$ cat src/common/hsc_pkg.sv
/*
  hsc_pkg: constants for the holdover and sync configuration register.
  Assumes a single 125 MHz core clock and a 32-bit serial frame.
*/
package hsc_pkg;
  // register geometry
  localparam int unsigned HSC_REG_W = 28;
  localparam int unsigned HSC_ADDR_W = 4;
  localparam int unsigned HSC_FRAME_W = HSC_REG_W + HSC_ADDR_W;
  localparam logic [HSC_ADDR_W-1:0] HSC_REG_ADDR = 4'h9;
  localparam logic [HSC_REG_W-1:0] HSC_REG_RESET = 28'h0000000;
  // field positions
  localparam int unsigned HSC_B_KEEP1 = 0;
  localparam int unsigned HSC_B_KEEP2 = 1;
  localparam int unsigned HSC_B_FREEZE = 2;
  localparam int unsigned HSC_B_TRIG = 3;
  localparam int unsigned HSC_B_REACT = 4;
  localparam int unsigned HSC_B_LOCK_WIN = 6;
  localparam int unsigned HSC_B_POL = 8;
  localparam int unsigned HSC_B_DSYNC = 9;
  localparam int unsigned HSC_B_SBYP = 10;
  localparam int unsigned HSC_B_PRES = 11;
  localparam int unsigned HSC_B_LOCKSKIP = 12;
  localparam int unsigned HSC_B_LOWF = 13;
  localparam int unsigned HSC_B_PRESET = 14;
  localparam int unsigned HSC_B_FBBIAS = 15;
  localparam int unsigned HSC_B_OUTBIAS = 17;
  localparam int unsigned HSC_B_AUXBIAS = 19;
  localparam int unsigned HSC_B_AUXOFF = 20;
  localparam int unsigned HSC_B_SWING = 21;
  localparam int unsigned HSC_B_SIGLO = 24;
  localparam int unsigned HSC_B_SIGHI = 26;
  // reserved bits read as zero
  localparam logic [HSC_REG_W-1:0] HSC_RSVD_MASK = 28'h0c00000;
  // reactivation counts in reference cycles, per two-bit code
  localparam logic [9:0] HSC_REACT_00 = 10'h040;
  localparam logic [9:0] HSC_REACT_01 = 10'h080;
  localparam logic [9:0] HSC_REACT_10 = 10'h100;
  localparam logic [9:0] HSC_REACT_11 = 10'h200;
  // low-frequency gate: a feedback period longer than this stops sync
  localparam int unsigned HSC_CLK_KHZ = 125000;
  localparam int unsigned HSC_LOWF_KHZ = 600;
  localparam int unsigned HSC_LOWF_CYC_INT = HSC_CLK_KHZ / HSC_LOWF_KHZ;
  localparam logic [8:0] HSC_LOWF_CYC = HSC_LOWF_CYC_INT[8:0];
  // keep-1 sequencer
  typedef enum logic [1:0] {HSC_ARMED, HSC_HELD, HSC_WAIT} hsc_keep_type;
endpackage : hsc_pkg

$ cat src/rtl/hsc_serial.sv
/*
  hsc_serial: serial control port frame engine.
  Assumes its inputs are already synchronised to CLK_I; a frame is 32
  bits, MSB first, data in bits 31..4 and address in bits 3..0.
*/
`timescale 1ns/100ps
`default_nettype none
module hsc_serial
  import hsc_pkg::*;
(
  input wire logic clk_i,
  input wire logic reset_n_i,
  input wire logic sclk_i,
  input wire logic sdi_i,
  input wire logic le_i,
  input wire logic [HSC_REG_W-1:0] rd_data_i,
  output logic wr_o,
  output logic [HSC_REG_W-1:0] wr_data_o,
  output logic sdo_o
);
  logic sclk_d_r;
  logic le_d_r;
  logic [HSC_FRAME_W-1:0] shift_r;
  logic [HSC_FRAME_W-1:0] out_r;
  logic [5:0] cnt_r;
  logic rise;
  logic fall;
  logic le_rise;
  logic le_fall;

  // edge detection on synchronised levels
  assign rise = sclk_i & ~sclk_d_r;
  assign fall = ~sclk_i & sclk_d_r;
  assign le_rise = le_i & ~le_d_r;
  assign le_fall = ~le_i & le_d_r;
  assign sdo_o = out_r[HSC_FRAME_W-1];

  always_ff @(posedge clk_i or negedge reset_n_i)
  begin
    if (!reset_n_i)
    begin
      sclk_d_r <= 1'b0;
      le_d_r <= 1'b1;
    end
    else
    begin
      sclk_d_r <= sclk_i;
      le_d_r <= le_i;
    end
  end

  // shift in while latch enable is low; beyond 32 bits the earliest bits shift out
  always_ff @(posedge clk_i or negedge reset_n_i)
  begin
    if (!reset_n_i)
    begin
      shift_r <= '0;
      cnt_r <= 6'h00;
    end
    else if (le_fall)
      cnt_r <= 6'h00;
    else if (rise && !le_i)
    begin
      shift_r <= {shift_r[HSC_FRAME_W-2:0], sdi_i};
      if (cnt_r != 6'h20)
        cnt_r <= cnt_r + 6'h01;
    end
  end

  // readback frame loaded at frame start, shifted on falling sclk
  always_ff @(posedge clk_i or negedge reset_n_i)
  begin
    if (!reset_n_i)
      out_r <= '0;
    else if (le_fall)
      out_r <= {rd_data_i, HSC_REG_ADDR};
    else if (fall && !le_i)
      out_r <= {out_r[HSC_FRAME_W-2:0], 1'b0};
  end

  // a short frame or a foreign address writes nothing
  always_ff @(posedge clk_i or negedge reset_n_i)
  begin
    if (!reset_n_i)
    begin
      wr_o <= 1'b0;
      wr_data_o <= '0;
    end
    else
    begin
      wr_o <= le_rise && cnt_r == 6'h20 &&
              shift_r[HSC_ADDR_W-1:0] == HSC_REG_ADDR;
      wr_data_o <= shift_r[HSC_FRAME_W-1:HSC_ADDR_W];
    end
  end
endmodule : hsc_serial
`default_nettype wire

$ cat src/rtl/hsc_top.sv
/*
  hsc_top: holdover and sync configuration register with its decode.
  Assumes pins arrive asynchronously; nv load, internal strobes and mux
  selects come from logic on CLK_I.
*/
// Contract
// - bit 0 enables keep function one
// - bit 1 enables keep function two
// - bit 2 freezes pump like the pin
// - trigger bit forces freeze, else follows lock
// - keep one rearms after 64..512 ref cycles
// - bits 6,7 are lock window upper bits
// - polarity 0 inverts internal freeze and reset
// - divider sync off only counts in gating mode
// - start bypass skips oscillator start sync
// - presence skip runs sync without clocks
// - lock skip stops waiting for first lock
// - low-frequency gate needs feedback above 600 kHz
// - preset source chooses keep one for preset
// - feedback divider bias cut field
// - output divider bias cut field
// - aux bias bit biases aux negative pin
// - aux off disables buffer, else mux selects
// - bit 21 gives output 9 high swing
// - pin two low selects low signaling field
// - pin two high selects high signaling field
`timescale 1ns/100ps
`default_nettype none
module hsc_top
  import hsc_pkg::*;
(
  input wire logic CLK_I,
  input wire logic RESET_N_I,
  input wire logic SCLK_I,
  input wire logic SDI_I,
  input wire logic LE_I,
  output logic SDO_O,
  input wire logic NV_LOAD_I,
  input wire logic [HSC_REG_W-1:0] NV_DATA_I,
  input wire logic FREEZE_PIN_I,
  input wire logic ANALOG_LOCK_I,
  input wire logic REF_CLK_I,
  input wire logic FB_CLK_I,
  input wire logic CLK_PRESENT_I,
  input wire logic CONFIG_PIN_TWO_I,
  input wire logic HOLD_INT_I,
  input wire logic RESET_INT_I,
  input wire logic START_REQ_I,
  input wire logic FEEDBACK_MUX_SELECT_I,
  input wire logic OUTPUT_MUX_SELECT_I,
  output logic [HSC_REG_W-1:0] REG_VALUE_O,
  output logic FREQ_KEEP_FN1_EN_O,
  output logic FREQ_KEEP_FN2_EN_O,
  output logic PUMP_FREEZE_O,
  output logic KEEP1_ACTIVE_LOW_N_O,
  output logic KEEP1_ARMED_O,
  output logic [1:0] LOCK_WINDOW_EXT_O,
  output logic HOLD_INT_O,
  output logic RESET_INT_O,
  output logic SYNC_ENABLE_O,
  output logic START_TO_DIVIDERS_O,
  output logic START_TO_OSC_O,
  output logic REF_DIVIDER_PRESET_N_O,
  output logic [1:0] FEEDBACK_DIV_BIAS_CUT_O,
  output logic [1:0] OUTPUT_DIV_BIAS_CUT_O,
  output logic AUX_NEG_BIAS_EN_O,
  output logic AUX_BUFFER_EN_O,
  output logic OUT9_HIGH_SWING_O,
  output logic [1:0] OUT9_SIG_SEL_O
);
  localparam int unsigned NSYNC = 9;

  logic [NSYNC-1:0] pin_raw;
  logic [NSYNC-1:0] meta_r;
  logic [NSYNC-1:0] pin_r;
  logic sclk_s, sdi_s, le_s, freeze_pin_s, lock_s;
  logic ref_s, fb_s, present_s, pin_two_s;
  logic [HSC_REG_W-1:0] cfg_r;
  logic host_wr;
  logic [HSC_REG_W-1:0] host_data;
  logic ref_d_r;
  logic ref_tick;
  logic fb_d_r;
  logic fb_tick;
  hsc_keep_type keep_r;
  logic [9:0] react_cnt_r;
  logic [9:0] react_lim;
  logic keep1_cond;
  logic first_lock_r;
  logic [8:0] fb_per_r;
  logic freq_ok_r;
  logic sync_en;
  logic gate_mode_r;
  logic start_d_r;

  // every pin passes two flip-flops; only the second stage is read
  assign pin_raw = {CONFIG_PIN_TWO_I, CLK_PRESENT_I, FB_CLK_I, REF_CLK_I,
                    ANALOG_LOCK_I, FREEZE_PIN_I, LE_I, SDI_I, SCLK_I};
  generate
    for (genvar g = 0; g < NSYNC; g++)
    begin : g_sync
      always_ff @(posedge CLK_I or negedge RESET_N_I)
      begin
        if (!RESET_N_I)
        begin
          meta_r[g] <= (g == 2) ? 1'b1 : 1'b0; // latch enable idles high
          pin_r[g] <= (g == 2) ? 1'b1 : 1'b0;
        end
        else
        begin
          meta_r[g] <= pin_raw[g];
          pin_r[g] <= meta_r[g];
        end
      end
    end
  endgenerate
  assign {pin_two_s, present_s, fb_s, ref_s, lock_s, freeze_pin_s, le_s,
          sdi_s, sclk_s} = pin_r;

  hsc_serial u_serial (
    .clk_i(CLK_I),
    .reset_n_i(RESET_N_I),
    .sclk_i(sclk_s),
    .sdi_i(sdi_s),
    .le_i(le_s),
    .rd_data_i(cfg_r),
    .wr_o(host_wr),
    .wr_data_o(host_data),
    .sdo_o(SDO_O)
  );

  // nv load and host write; host wins a same-cycle collision as newer
  always_ff @(posedge CLK_I or negedge RESET_N_I)
  begin
    if (!RESET_N_I)
      cfg_r <= HSC_REG_RESET;
    else if (host_wr)
      cfg_r <= host_data & ~HSC_RSVD_MASK;
    else if (NV_LOAD_I)
      cfg_r <= NV_DATA_I & ~HSC_RSVD_MASK;
  end
  assign REG_VALUE_O = cfg_r;

  // plain field decode
  assign FREQ_KEEP_FN1_EN_O = cfg_r[HSC_B_KEEP1];
  assign FREQ_KEEP_FN2_EN_O = cfg_r[HSC_B_KEEP2];
  assign LOCK_WINDOW_EXT_O = cfg_r[HSC_B_LOCK_WIN +: 2];
  assign FEEDBACK_DIV_BIAS_CUT_O = cfg_r[HSC_B_FBBIAS +: 2];
  assign OUTPUT_DIV_BIAS_CUT_O = cfg_r[HSC_B_OUTBIAS +: 2];
  assign AUX_NEG_BIAS_EN_O = cfg_r[HSC_B_AUXBIAS];
  assign OUT9_HIGH_SWING_O = cfg_r[HSC_B_SWING];

  // aux buffer: off bit overrides, else either mux select wakes it
  assign AUX_BUFFER_EN_O = !cfg_r[HSC_B_AUXOFF] &&
    (FEEDBACK_MUX_SELECT_I || OUTPUT_MUX_SELECT_I);

  // output 9 signaling follows the pin-two field live
  assign OUT9_SIG_SEL_O = pin_two_s ? cfg_r[HSC_B_SIGHI +: 2]
                                    : cfg_r[HSC_B_SIGLO +: 2];

  // internal freeze and reset: polarity 0 means inverted
  assign HOLD_INT_O = HOLD_INT_I ^ ~cfg_r[HSC_B_POL];
  assign RESET_INT_O = RESET_INT_I ^ ~cfg_r[HSC_B_POL];

  // keep-1 trigger: test setting forces it, else analog lock drives it
  assign keep1_cond = cfg_r[HSC_B_KEEP1] &&
    (cfg_r[HSC_B_TRIG] || lock_s);

  // reference cycle ticks for the rearm count
  assign ref_tick = ref_s & ~ref_d_r;
  assign fb_tick = fb_s & ~fb_d_r;
  always_ff @(posedge CLK_I or negedge RESET_N_I)
  begin
    if (!RESET_N_I)
    begin
      ref_d_r <= 1'b0;
      fb_d_r <= 1'b0;
    end
    else
    begin
      ref_d_r <= ref_s;
      fb_d_r <= fb_s;
    end
  end

  // rearm count chosen by the two-bit field
  always_comb
  begin
    case (cfg_r[HSC_B_REACT +: 2])
      2'b00: react_lim = HSC_REACT_00;
      2'b01: react_lim = HSC_REACT_01;
      2'b10: react_lim = HSC_REACT_10;
      default: react_lim = HSC_REACT_11;
    endcase
  end

  // keep-1 sequencer: held, then a dead time before it may trigger again
  always_ff @(posedge CLK_I or negedge RESET_N_I)
  begin
    if (!RESET_N_I)
    begin
      keep_r <= HSC_ARMED;
      react_cnt_r <= 10'h000;
    end
    else
    begin
      case (keep_r)
        HSC_ARMED:
        begin
          react_cnt_r <= 10'h000;
          if (keep1_cond)
            keep_r <= HSC_HELD;
        end
        HSC_HELD:
          if (!keep1_cond)
            keep_r <= HSC_WAIT;
        HSC_WAIT:
          if (!cfg_r[HSC_B_KEEP1])
            keep_r <= HSC_ARMED;
          else if (cfg_r[HSC_B_TRIG])
          begin
            // test setting must not sit out a dead time
            keep_r <= HSC_HELD;
            react_cnt_r <= 10'h000;
          end
          else if (ref_tick)
          begin
            if (react_cnt_r == react_lim - 10'h001)
              keep_r <= HSC_ARMED;
            react_cnt_r <= react_cnt_r + 10'h001;
          end
        default:
          keep_r <= HSC_ARMED;
      endcase
    end
  end
  assign KEEP1_ACTIVE_LOW_N_O = (keep_r != HSC_HELD);
  assign KEEP1_ARMED_O = (keep_r == HSC_ARMED);

  // pump tri-state: register bit, pin, or held keep-1 function
  assign PUMP_FREEZE_O = cfg_r[HSC_B_FREEZE] || freeze_pin_s ||
                         (keep_r == HSC_HELD);

  // m divider preset from keep-1 unless the source bit disconnects it
  assign REF_DIVIDER_PRESET_N_O = cfg_r[HSC_B_PRESET] ||
                                  KEEP1_ACTIVE_LOW_N_O;

  // first lock is sticky; lock may rise in the cycle a write lands
  always_ff @(posedge CLK_I or negedge RESET_N_I)
  begin
    if (!RESET_N_I)
      first_lock_r <= 1'b0;
    else if (lock_s)
      first_lock_r <= 1'b1;
  end

  // feedback frequency check by period; a stopped clock saturates
  always_ff @(posedge CLK_I or negedge RESET_N_I)
  begin
    if (!RESET_N_I)
    begin
      fb_per_r <= 9'h000;
      freq_ok_r <= 1'b0;
    end
    else if (fb_tick)
    begin
      freq_ok_r <= (fb_per_r < HSC_LOWF_CYC);
      fb_per_r <= 9'h000;
    end
    else if (fb_per_r != HSC_LOWF_CYC)
      fb_per_r <= fb_per_r + 9'h001;
    else
      freq_ok_r <= 1'b0;
  end

  // sync gating combines presence, first lock and frequency
  assign sync_en = (cfg_r[HSC_B_PRES] || present_s) &&
                   (cfg_r[HSC_B_LOCKSKIP] || first_lock_r) &&
                   (!cfg_r[HSC_B_LOWF] || freq_ok_r);
  assign SYNC_ENABLE_O = sync_en;

  // gating mode latched from pin two on each nv load, like a strap
  always_ff @(posedge CLK_I or negedge RESET_N_I)
  begin
    if (!RESET_N_I)
      gate_mode_r <= 1'b0;
    else if (NV_LOAD_I)
      gate_mode_r <= pin_two_s;
  end

  // start path: each stage either re-times by one clock or passes
  always_ff @(posedge CLK_I or negedge RESET_N_I)
  begin
    if (!RESET_N_I)
      start_d_r <= 1'b0;
    else
      start_d_r <= START_REQ_I && sync_en;
  end
  assign START_TO_OSC_O = cfg_r[HSC_B_SBYP] ? (START_REQ_I && sync_en)
                                            : start_d_r;
  assign START_TO_DIVIDERS_O =
    (gate_mode_r && cfg_r[HSC_B_DSYNC]) ? START_TO_OSC_O
                                        : start_d_r;
endmodule : hsc_top
`default_nettype wire

$ cat config.mk
export PLATFORM = sky130hd
export DESIGN_NAME = hsc_top
export DESIGN_NICKNAME = d
export VERILOG_FILES = /design/src/common/hsc_pkg.sv /design/src/rtl/hsc_serial.sv /design/src/rtl/hsc_top.sv
export SDC_FILE = /design/constraint.sdc
export NUM_CORES = 1
export LEC_CHECK = 0
export ABC_CLOCK_PERIOD_IN_PS = 2500
export BUFFER_PORTS_ARGS = -buffer_cell sky130_fd_sc_hd__buf_4
export CORE_UTILIZATION = 60
export CTS_CLUSTER_SIZE = 8
export DETAILED_ROUTE_END_ITERATION = 10
export GPL_TIMING_DRIVEN = 1
export PLACE_DENSITY_LB_ADDON = 0.05
export RECOVER_POWER = 50
export SLEW_MARGIN = 20
export SYNTH_ARGS = -nofsm -noshare
export SYNTH_HDL_FRONTEND = slang
export SYNTH_HIERARCHICAL = 1
export SYNTH_SLANG_ARGS = --single-unit
$ cat constraint.sdc
create_clock -name CLK_I -period 2.5 [get_ports CLK_I]
set_clock_uncertainty 0.05 [all_clocks]
set_input_delay 0.125 -clock CLK_I [delete_from_list [all_inputs] [get_ports CLK_I]]
set_output_delay 0.125 -clock CLK_I [all_outputs]
set_load 0.01 [all_outputs]
Word level (Yosys, flattened, before mapping)
Index checks and enable logic that the tools add are counted.
{"block": "op_classes", "add_sub_neg": 4, "mul": 0, "div": 0, "n_lt_le_gt_ge": 1, "eq_ne": 17, "n_shift": 0, "mux": 26, "bitwise": 16, "n_reduce_logical": 33}
{"op": "$mux 32", "n": 2}
{"op": "$mux 28", "n": 2}
{"op": "$mux 10", "n": 3}
{"op": "$pmux 10 s3", "n": 1}
{"op": "$pmux 10 s2", "n": 1}
{"op": "$mux 6", "n": 3}
{"op": "$mux 9", "n": 2}
{"op": "$mux 2", "n": 7}
{"op": "$reduce_bool 2->1", "n": 6}
{"op": "$add 10x1->10 const B", "n": 1}
{"op": "$eq 10x10->1", "n": 1}
{"op": "$logic_and 1x1->1", "n": 10}
{"op": "$sub 10x1->10 const B", "n": 1}
{"op": "$add 9x1->9 const B", "n": 1}
{"op": "$lt 9x8->1 const B", "n": 1}
{"op": "$ne 9x8->1 const B", "n": 1}
{"op": "$logic_or 1x1->1", "n": 8}
{"op": "$ne 4x4->1 const B", "n": 2}
{"op": "$not 1->1", "n": 8}
{"op": "$add 6x1->6 const B", "n": 1}
{"op": "$and 1x1->1", "n": 6}
{"op": "$eq 6x6->1 const B", "n": 1}
{"op": "$ne 2x2->1 const B", "n": 3}
{"op": "$ne 6x6->1 const B", "n": 1}
{"op": "13 further kinds", "n": 24}
{"block": "word_totals", "regBits": 174, "latchBits": 0, "ramBits": 0, "mem_bits_ro": 0, "inputBits": 45, "out_inout_bits": 51, "word_cells": 132, "memories": 0}

Longest topological paths before layout
Gate-level depths: netlist of the first run.
{"block": "depth", "word_depth": 9, "depth_mapped": 7, "mapped_depth_nobuf": 6}

Hierarchy
Netlist of the first run, hierarchy kept.
{"mod": "hsc_serial", "n_inst": 1, "cells_each": 249, "area_per_inst_um2": 3713.6, "seq_area_each_um2": 2528.7}
{"mod": "hsc_top", "n_inst": 1, "cells_each": 305, "area_per_inst_um2": 3253.1, "seq_area_each_um2": 1779.2}

Least setup slack after synthesis of the first run
No wires, ideal clock.
{"block": "synth_timing", "kind": "flip-flop to flip-flop", "start": "register pin_r[2], in the netlist le_s", "end": "register u_serial.shift_r[0]", "setup_time_ns": 0.128, "arrival_time_ns": 1.479, "required_ns": 2.322, "path_slack_ns": 0.843, "stages_incl_launch_ff": 5, "path_buffers": 1, "synth_period_minus_slack_ns": 1.657, "cell_sequence": "dfstp_2 or3b_4 nor2_2 buf_4 mux2_1"}
{"block": "synth_via", "elab_chain_cells": 4, "word_cells_on_any_way": 6, "classes_between": "bitwise (3); reduce/logical (3)"}
{"element": "start: declaration", "line_no": "hsc_top.sv:75", "text": "logic [NSYNC-1:0] pin_r;"}
{"element": "start signal: indexed assignment", "line_no": "hsc_top.sv:107", "text": "pin_r[g] <= (g == 2) ? 1'b1 : 1'b0;"}
{"element": "start signal: indexed assignment", "line_no": "hsc_top.sv:112", "text": "pin_r[g] <= meta_r[g];"}
{"element": "$not 1->1", "line_no": "hsc_serial.sv:35", "text": "assign le_fall = ~le_i & le_d_r;"}
{"element": "$and 1x1->1", "line_no": "hsc_serial.sv:35"}
{"element": "$not 1->1 (no source line)"}
{"element": "$reduce_and 2->1 (no source line) (*)"}
{"element": "end signal: assignment", "line_no": "hsc_serial.sv:64", "text": "shift_r <= {shift_r[HSC_FRAME_W-2:0], sdi_i};"}
{"element": "end: declaration", "line_no": "hsc_serial.sv:23", "text": "logic [HSC_FRAME_W-1:0] shift_r;"}
Every way passes the cells marked *; elsewhere a longest branch is shown, timed or not.
A chain may end at the register's enable or synchronous reset.

Worst setup path in the final report of the first run
{"block": "layout_timing", "start": "register pin_r[2], in the netlist le_s", "end": "register u_serial.shift_r[7]"}
The elaborated chain is that of the path after synthesis.

==> results of run 1 <==
==> per-stage QoR <==
stage / hold slack [ns] / setup slack [ns] / area, um^2
after floorplan: -0.221 / 0.843 / 6930
after global placement: 0.0213 / 0.653 / 7670
after detailed placement: 0.0272 / 0.619 / 7670
after CTS: 0.160 / 0.575 / 8680
after global routing: 0.264 / 0.459 / 8630
final: 0.258 / 0.550 / 8630
==> registers in the layout, indices dropped and copies added, names as in the netlist, 2 cells and up <==
signal	flops
u_serial/out_r	32
u_serial/shift_r	32
REG_VALUE_O	26
u_serial/wr_data_o	26
react_cnt_r	10
fb_per_r	9
meta_r	9
u_serial/cnt_r	6
keep_r	2
==> critical path, cell delays in order, from the launching register on <==
cell	delay [ns]
dfstp_1	0.43
or3b_4	0.48
nor2_4	0.09
buf_4	0.39
mux2_1	0.38
==> worst min-delay path by stage <==
stage | start | to | slack [ns] | cells after the start
6_report | NV_LOAD_I | REG_VALUE_O[19] | 0.26 | 3
5_1_grt | NV_LOAD_I | REG_VALUE_O[26] | 0.26 | 3
4_1_cts | RESET_N_I | u_serial/cnt_r[4] | 0.16 | 2
3_5_place_dp | RESET_N_I | u_serial/cnt_r[4] | 0.03 | 1
3_3_place_gp | RESET_N_I | u_serial/cnt_r[4] | 0.02 | 1
2_1_floorplan | RESET_N_I | REG_VALUE_O[0] | -0.22 | 0
==> layout by cell type, fill, tap and decap left out, drive strengths merged, types with 10 or more instances in the layout <==
cell type	n
buf	75
mux2i	29
dfrtp	167
o21ai	41
mux2	37
nor2	18
a21oi	15
clkbuf	45
nand3	10
dlygate4sd3	37
inv	14
a221o	28
nand2	48
and2	29
==> area by class of cell <==
class / instances / area, um^2
inverters: 12 / 45.0
well taps: 140 / 175
flip-flops and latches: 170 / 4260
fillers: 648 / 2400
clock inverters: 10 / 163
multi-input cells: 337 / 2430
repair buffers: 135 / 1080
clock buffers: 22 / 474
==> metal layers <==
layer	vias up	global-route usage (%)	wire (um)
li1	2184	-	-
met1	2361	34.1	6210
met2	105	42.0	7240
met3	19	6.88	552
met4	0	9.05	263
met5	-	0	0
==> report_power, final <==
part	internal [mW]	leakage, nW	switching, mW
Combinational	0.395	1.55	0.359
Clock	1.76	0.307	1.03
Sequential	2.97	2.18	0.212
Total	5.12	4.04	1.60
==> timing repair <==
item	CTS	global route
endpoints found under the hold margin	78	0
buffers inserted	0	0
setup endpoints to repair	0	0
hold buffers	37	0
==> results.json, run 1 <==
{
  "port_buffers": 91,
  "crit_required_ns": 2.74,
  "critical_path.startpoint": "le_s",
  "syn_avg_cell_area_um2": 12.5,
  "max_freq_ghz": 0.513,
  "critPathArrivalTime_ns": 2.19,
  "clkLatencyLatePin_ns": 0.42,
  "fin_total_pwr_mw": 6.73,
  "final_util_pct": 78.2,
  "core_area_um2": 11000,
  "dpl.cell_count": 757,
  "io_pins": 96,
  "reg2reg_from": "le_s",
  "antenna_found_initial": 0,
  "worstRegToRegCells": 4,
  "start_util_pct": 62.7,
  "hold_path.class": "input port to register",
  "slew_headroom_pct": 21.1,
  "grt_setup_unrepaired": "false",
  "grt_use_total_pct": 25.9,
  "reg2reg_to": "u_serial/shift_r[7]",
  "cts-resized-gates": 0,
  "status": "completed",
  "grt_pass1_vias": 4738,
  "vdd_drop_max_uv": 617,
  "power.leakage_nw": 4.04,
  "cts_root_buf": "clkbuf_16",
  "grt_max_degree": 87,
  "via_count": 4669,
  "cp_max_fo": 32,
  "syn_inst": 552,
  "tightest_slew_ns": 1.18,
  "cts_inserted_buffers": 17,
  "drt_iter0_markers": 336,
  "die_w_um": 109,
  "nNetsFinal": 723,
  "antenna_left": 0,
  "ys_warn_count": 6,
  "drt-total-wl_um": 14300,
  "cts_htree_levels": 4,
  "finalHoldViolCount": 0,
  "die_y_um": 109,
  "setup_viol": 0,
  "path_clk_slew_ns": 0.06,
  "pwr_density_cell_nw_per_um2": 780,
  "diodes": 0,
  "layout_min_cycle_time_ns": 1.95,
  "crit_path_end_kind": "register",
  "die_area_um2": 12000,
  "place.gp.congestion": 0.801,
  "overflow": 0,
  "synthesis.area_um2": 6920,
  "fin_cells": 826,
  "synthToLayoutAreaGrowth_pct": 24.7,
  "drive_above_1_share_pct": 19.8,
  "via_per_inst": 5.65,
  "slew_viol_final": 0,
  "crit_path_end": "u_serial/shift_r[7]",
  "grt_pass1_wl_um": 23100,
  "rows": 38,
  "dr.pass1.iters": 5,
  "post_drt_wl_per_cell_um": 17.3,
  "cts_tree": "yes",
  "finalCritPeriodShare_pct": 78.0,
  "critPathLaunchType": "register",
  "setup-tns-final_ns": 0,
  "cts_buffer_depth": 2,
  "dpl.hpwl_um": 8810,
  "r2r_slack_ns": 0.55,
  "clock_sinks": 170,
  "crit_type": "register to register",
  "drc": 0,
  "drv_cap": 0
}
Power figures use the tool's default switching activity.
==> run 2, diff against run 1 <==
--- a/config.mk
+++ b/config.mk
@@ -5,9 +5,9 @@
 export SDC_FILE = /design/constraint.sdc
 export NUM_CORES = 1
 export LEC_CHECK = 0
-export ABC_CLOCK_PERIOD_IN_PS = 2500
+export ABC_CLOCK_PERIOD_IN_PS = 1800
 export BUFFER_PORTS_ARGS = -buffer_cell sky130_fd_sc_hd__buf_4
-export CORE_UTILIZATION = 60
+export CORE_UTILIZATION = 57
 export CTS_CLUSTER_SIZE = 8
 export DETAILED_ROUTE_END_ITERATION = 10
 export GPL_TIMING_DRIVEN = 1
==> constraint.sdc (replaced) <==
create_clock -name CLK_I -period 1.8 [get_ports CLK_I]
set_clock_uncertainty 0.05 [all_clocks]
set_input_delay 0.09 -clock CLK_I [delete_from_list [all_inputs] [get_ports CLK_I]]
set_output_delay 0.09 -clock CLK_I [all_outputs]
set_load 0.01 [all_outputs]
==> results.json, run 2 (synthesis gave the netlist of run 1 again) <==
{
  "reg2reg_to": "u_serial/shift_r[17]",
  "via_count": 4749,
  "vdd_drop_max_uv": 768,
  "overflow": 0,
  "power.leakage_nw": 4.14,
  "dpl.cell_count": 768,
  "antenna_left": 0,
  "final_cell_mix": "dfrtp_1 (167), buf_4 (93), nand2_1 (48)",
  "antenna_found_initial": 1,
  "grt_max_degree": 59,
  "path_clk_slew_ns": 0.07,
  "hold_path.class": "input port to register",
  "tightest_slew_ns": 1.35,
  "drc": 4,
  "p_int_mw": 6.81,
  "switching_power_mw": 2.38,
  "worstRegToRegCells": 4,
  "start_util_pct": 59.6,
  "crit_required_ns": 2.06,
  "slew_viol_final": 0,
  "critPathLaunchType": "register",
  "cp_slowest_stage_delay_ns": 0.45,
  "busiest_layer": "met2",
  "drt-total-wl_um": 14700,
  "crit_type": "register to register",
  "finalCritPeriodShare_pct": 97.0,
  "io_pins": 96,
  "setup-tns-final_ns": 0,
  "die_w_um": 112,
  "status": "complete, but fails checks",
  "power_frac_clock_pct": 39.7,
  "slew_headroom_pct": 10.1,
  "hold_end": "REG_VALUE_O[14]",
  "diodes": 0,
  "drv_cap": 0,
  "nNetsFinal": 734,
  "via_per_inst": 5.65,
  "place.gp.congestion": 0.817,
  "clkLatencyLatePin_ns": 0.43,
  "place_area_um2": 7780,
  "grt_pass1_wl_um": 24400,
  "max_freq_ghz": 0.573,
  "holdWs_ns": 0.215,
  "r2r_slack_ns": 0.05,
  "hold_depth": 3,
  "setup_ws_ns": 0.0547,
  "fin_total_pwr_mw": 9.19,
  "clock_sinks": 170,
  "grt_use_total_pct": 25.3,
  "die_area_um2": 12600,
  "cts_buffer_depth": 2,
  "post_drt_wl_per_cell_um": 17.5,
  "reg2reg_from": "le_s",
  "cp_max_fo": 32,
  "port_buffers": 91,
  "drive_above_1_share_pct": 24.1,
  "worst-path-buf-inv": 1,
  "dpl.hpwl_um": 9460,
  "p_sw_share_pct": 25.9,
  "grt_pass1_vias": 4888,
  "cts_htree_levels": 4,
  "crit_slowest_cell": "or3b_4",
  "dr.pass1.iters": 8,
  "cts_inserted_buffers": 17,
  "final_common_cell": "dfrtp_1",
  "cts_tree": "yes",
  "finalHoldViolCount": 0,
  "met2_usage_pct": 42.6,
  "p_comb_share_pct": 12.2,
  "top_regs": "u_serial/out_r x32, u_serial/shift_r x32",
  "fin_cells": 840,
  "drt_iter0_markers": 433,
  "cp_top_family": "simple AND/OR/NAND/NOR gates",
  "layout_min_cycle_time_ns": 1.75,
  "cts_root_buf": "clkbuf_16",
  "design_area_um2": 8760,
  "worstPathCellList": "or3b_4 -> nor2_4 -> buf_12 -> mux2_1",
  "place_ws_ns": -0.0988,
  "setup_viol": 0,
  "synthToLayoutAreaGrowth_pct": 26.6,
  "core_area_um2": 11600,
  "pwr-share-seq_pct": 48.0,
  "rows": 39,
  "critPathArrivalTime_ns": 2.00,
  "grtUsageMet3_pct": 6.97,
  "crit_path_end_kind": "register",
  "final_util_pct": 75.4,
  "failed_checks": "DRC",
  "met1_usage_pct": 31.8,
  "die_y_um": 112,
  "grt_setup_unrepaired": "true",
  "holdCritStartpoint": "NV_LOAD_I",
  "pwr_density_cell_nw_per_um2": 1050
}
-- run 2: tightest hold or removal path, cell delays in order --
cell and delay [ns]:
buf_4 0.28, mux2i_1 0.19, o21ai_0 0.08
-- run 2: worst max path at each step --
stage / endpoint / cells after the start / start
final: u_serial/shift_r[17] / 4 / le_s
after global routing: u_serial/shift_r[17] / 4 / le_s
after CTS: START_TO_DIVIDERS_O / 5 / present_s
after detailed placement: u_serial/out_r[9] / 3 / u_serial/sclk_d_r
after global placement: u_serial/out_r[23] / 3 / u_serial/sclk_d_r
after floorplan: u_serial/shift_r[0] / 4 / le_s
-- run 2: power groups by stage --
| stage | clock network, mW | logic [mW] | registers (mW) |
|---|---|---|---|
| 6_report | 3.65 | 1.12 | 4.41 |
| 5_1_grt | 3.89 | 1.23 | 4.45 |
| 4_1_cts | 3.71 | 1.13 | 4.41 |
| 3_5_place_dp | 0 | 1.05 | 4.47 |
| 3_3_place_gp | 0 | 1.00 | 4.46 |
| 2_1_floorplan | 0 | 0.588 | 4.40 |
-- run 2: final cells by class --
class                   count  area, um^2
clock buffers              18         429
clock inverters            14         160
fillers                   750        2860
inverters                  12        45.0
multi-input cells         337        2470
flip-flops and latches    170        4260
well taps                 143         179
repair buffers            146        1220
-- run 2: what timing repair did --
| action | in CTS | in global routing |
|---|---|---|
| endpoints found under the setup margin | 32 | 12 |
| pin swaps | 0 | 2 |
| resized for setup | 2 | 5 |
| cloned | 0 | 0 |
| buffers inserted | 2 | 1 |
| hold buffers | 37 | 0 |
| hold endpoints to repair | 90 | 0 |
-- run 2: metal layers --
layer	vias to the layer above	share of wire, %
met5	-	0
met4	0	2.1
met3	20	3.5
met2	105	51
met1	2397	43
li1	2227	-
==> run 3, diff against run 2 <==
--- a/config.mk
+++ b/config.mk
@@ -5,7 +5,7 @@
 export SDC_FILE = /design/constraint.sdc
 export NUM_CORES = 1
 export LEC_CHECK = 0
-export ABC_CLOCK_PERIOD_IN_PS = 1800
+export ABC_CLOCK_PERIOD_IN_PS = 1610
 export BUFFER_PORTS_ARGS = -buffer_cell sky130_fd_sc_hd__buf_4
 export CORE_UTILIZATION = 57
 export CTS_CLUSTER_SIZE = 8
==> constraint.sdc (replaced) <==
create_clock -name CLK_I -period 1.61 [get_ports CLK_I]
set_clock_uncertainty 0.05 [all_clocks]
set_input_delay 0.0805 -clock CLK_I [delete_from_list [all_inputs] [get_ports CLK_I]]
set_output_delay 0.0805 -clock CLK_I [all_outputs]
set_load 0.01 [all_outputs]
==> results.json, run 3 (synthesis gave the netlist of run 1 again) <==
{
  "grt_pass1_vias": 5076,
  "finalCritPeriodShare_pct": 108,
  "nNetsFinal": 768,
  "max_freq_ghz": 0.574,
  "dr.pass1.iters": 10,
  "fin_total_pwr_mw": 10.2,
  "grt_setup_unrepaired": "true",
  "cts_tree": "yes",
  "grt_max_degree": 44,
  "dpl.hpwl_um": 9530,
  "final_common_cell": "dfrtp_1",
  "drt_iter0_markers": 354,
  "synthToLayoutAreaGrowth_pct": 33.2,
  "layout_min_cycle_time_ns": 1.74,
  "cp_slowest_stage_delay_ns": 0.43,
  "failed_checks": "DRC, setup timing",
  "setup_viol": 66,
  "antenna_found_initial": 0,
  "grt_pass1_wl_um": 25300,
  "crit_path_end_kind": "register",
  "port_buffers": 91,
  "overflow": 0,
  "crit_type": "register to register",
  "drive_above_1_share_pct": 32.6,
  "crit_required_ns": 1.86,
  "clock_sinks": 170,
  "path_clk_slew_ns": 0.06,
  "die_y_um": 112,
  "slew_viol_final": 0,
  "drc": 4,
  "setup_ws_ns": -0.133,
  "cp_max_fo": 16,
  "slew_headroom_pct": 35.1,
  "power.leakage_nw": 4.32,
  "critPathArrivalTime_ns": 1.99,
  "crit_slowest_cell": "or3b_4",
  "vdd_drop_max_uv": 936,
  "cts_htree_levels": 4,
  "critPathLaunchType": "register",
  "grt_use_total_pct": 26.2,
  "via_per_inst": 5.66,
  "worstPathCellList": "or3b_4 -> nor2_4 -> buf_12 -> mux2_1",
  "status": "complete, but fails checks",
  "tightest_slew_ns": 0.973,
  "drv_cap": 0,
  "post_drt_wl_per_cell_um": 18.7,
  "via_count": 4930,
  "cts_inserted_buffers": 17,
  "antenna_left": 0,
  "final_cell_mix": "dfrtp_1 (166), buf_4 (116), nand2_1 (48)",
  "rows": 39,
  "setup-tns-final_ns": -4.71,
  "drt-total-wl_um": 16300,
  "clkLatencyLatePin_ns": 0.42,
  "cts_root_buf": "clkbuf_16",
  "start_util_pct": 59.6,
  "die_w_um": 112,
  "diodes": 0,
  "place.gp.congestion": 0.826,
  "core_area_um2": 11600,
  "place_ws_ns": -0.0655,
  "cts_buffer_depth": 2,
  "hold_path.class": "input port to register",
  "io_pins": 96,
  "final_util_pct": 79.3,
  "finalHoldViolCount": 0,
  "pwr_density_cell_nw_per_um2": 1100,
  "top_regs": "u_serial/out_r x32, u_serial/shift_r x32",
  "die_area_um2": 12600
}
## run 3: cell type report
class | instances | area (um^2)
Clock buffer | 21 | 460
Clock inverter | 8 | 73.8
Fill cell | 678 | 2400
Inverter | 12 | 45.0
Multi-Input combinational cell | 337 | 2620
Sequential cell | 170 | 4260
Tap cell | 143 | 179
Timing Repair Buffer | 180 | 1580
## run 3: timing repair
action | in CTS | in global routing
endpoints found under the hold margin | 206 | 0
gates resized for setup | 13 | 43
buffers inserted | 7 | 5
gates cloned | 0 | 5
pin swaps | 3 | 10
endpoints found under the setup margin | 39 | 74
hold buffers | 37 | 0
## run 3: routing by layer
metal | vias up | wire length [um] | global-route usage (%)
met5 | - | 0 | 0
met1 | 2502 | 6920 | 33.0
li1 | 2282 | - | -
met3 | 18 | 565 | 5.99
met4 | 0 | 258 | 10.6
met2 | 128 | 8550 | 44.2
## run 3: worst max-delay path: cells and delay by family, from the launching register on
| kind | cells | cell delay, ns |
|---|---|---|
| flip-flops | 1 | 0.37 |
| AND/OR/NAND/NOR | 2 | 0.64 |
| multiplexers | 1 | 0.34 |
| buffers and inverters | 1 | 0.22 |
## run 3: final timing paths
check | cells after the start | end | slack, ns | from
max | 4 | u_serial/shift_r[12] | -0.13 | le_s
max in group asynchronous | 3 | keep_r[1] | 0.32 | RESET_N_I
min in group asynchronous | 2 | u_serial/cnt_r[2] | 0.31 | RESET_N_I
min reg2reg | 0 | lock_s | 0.30 | meta_r[4]
max reg2reg | 4 | u_serial/shift_r[12] | -0.13 | le_s
min | 3 | REG_VALUE_O[13] | 0.21 | NV_LOAD_I
## run 3: per-stage QoR
| stage | std cells | hold slack, ns | cell area [um^2] |
|---|---|---|---|
| 6_report | 871 | 0.211 | 9220 |
| 5_1_grt | 871 | 0.216 | 9220 |
| 4_1_cts | 861 | 0.0856 | 8950 |
| 3_5_place_dp | 788 | -0.0355 | 7940 |
| 3_3_place_gp | 788 | -0.0425 | 7940 |
| 2_1_floorplan | 555 | -0.265 | 6930 |
## run 3: where the power goes
group,switching [mW],internal (mW)
registers,0.282,4.62
clock network,1.56,2.17
logic,0.691,0.850
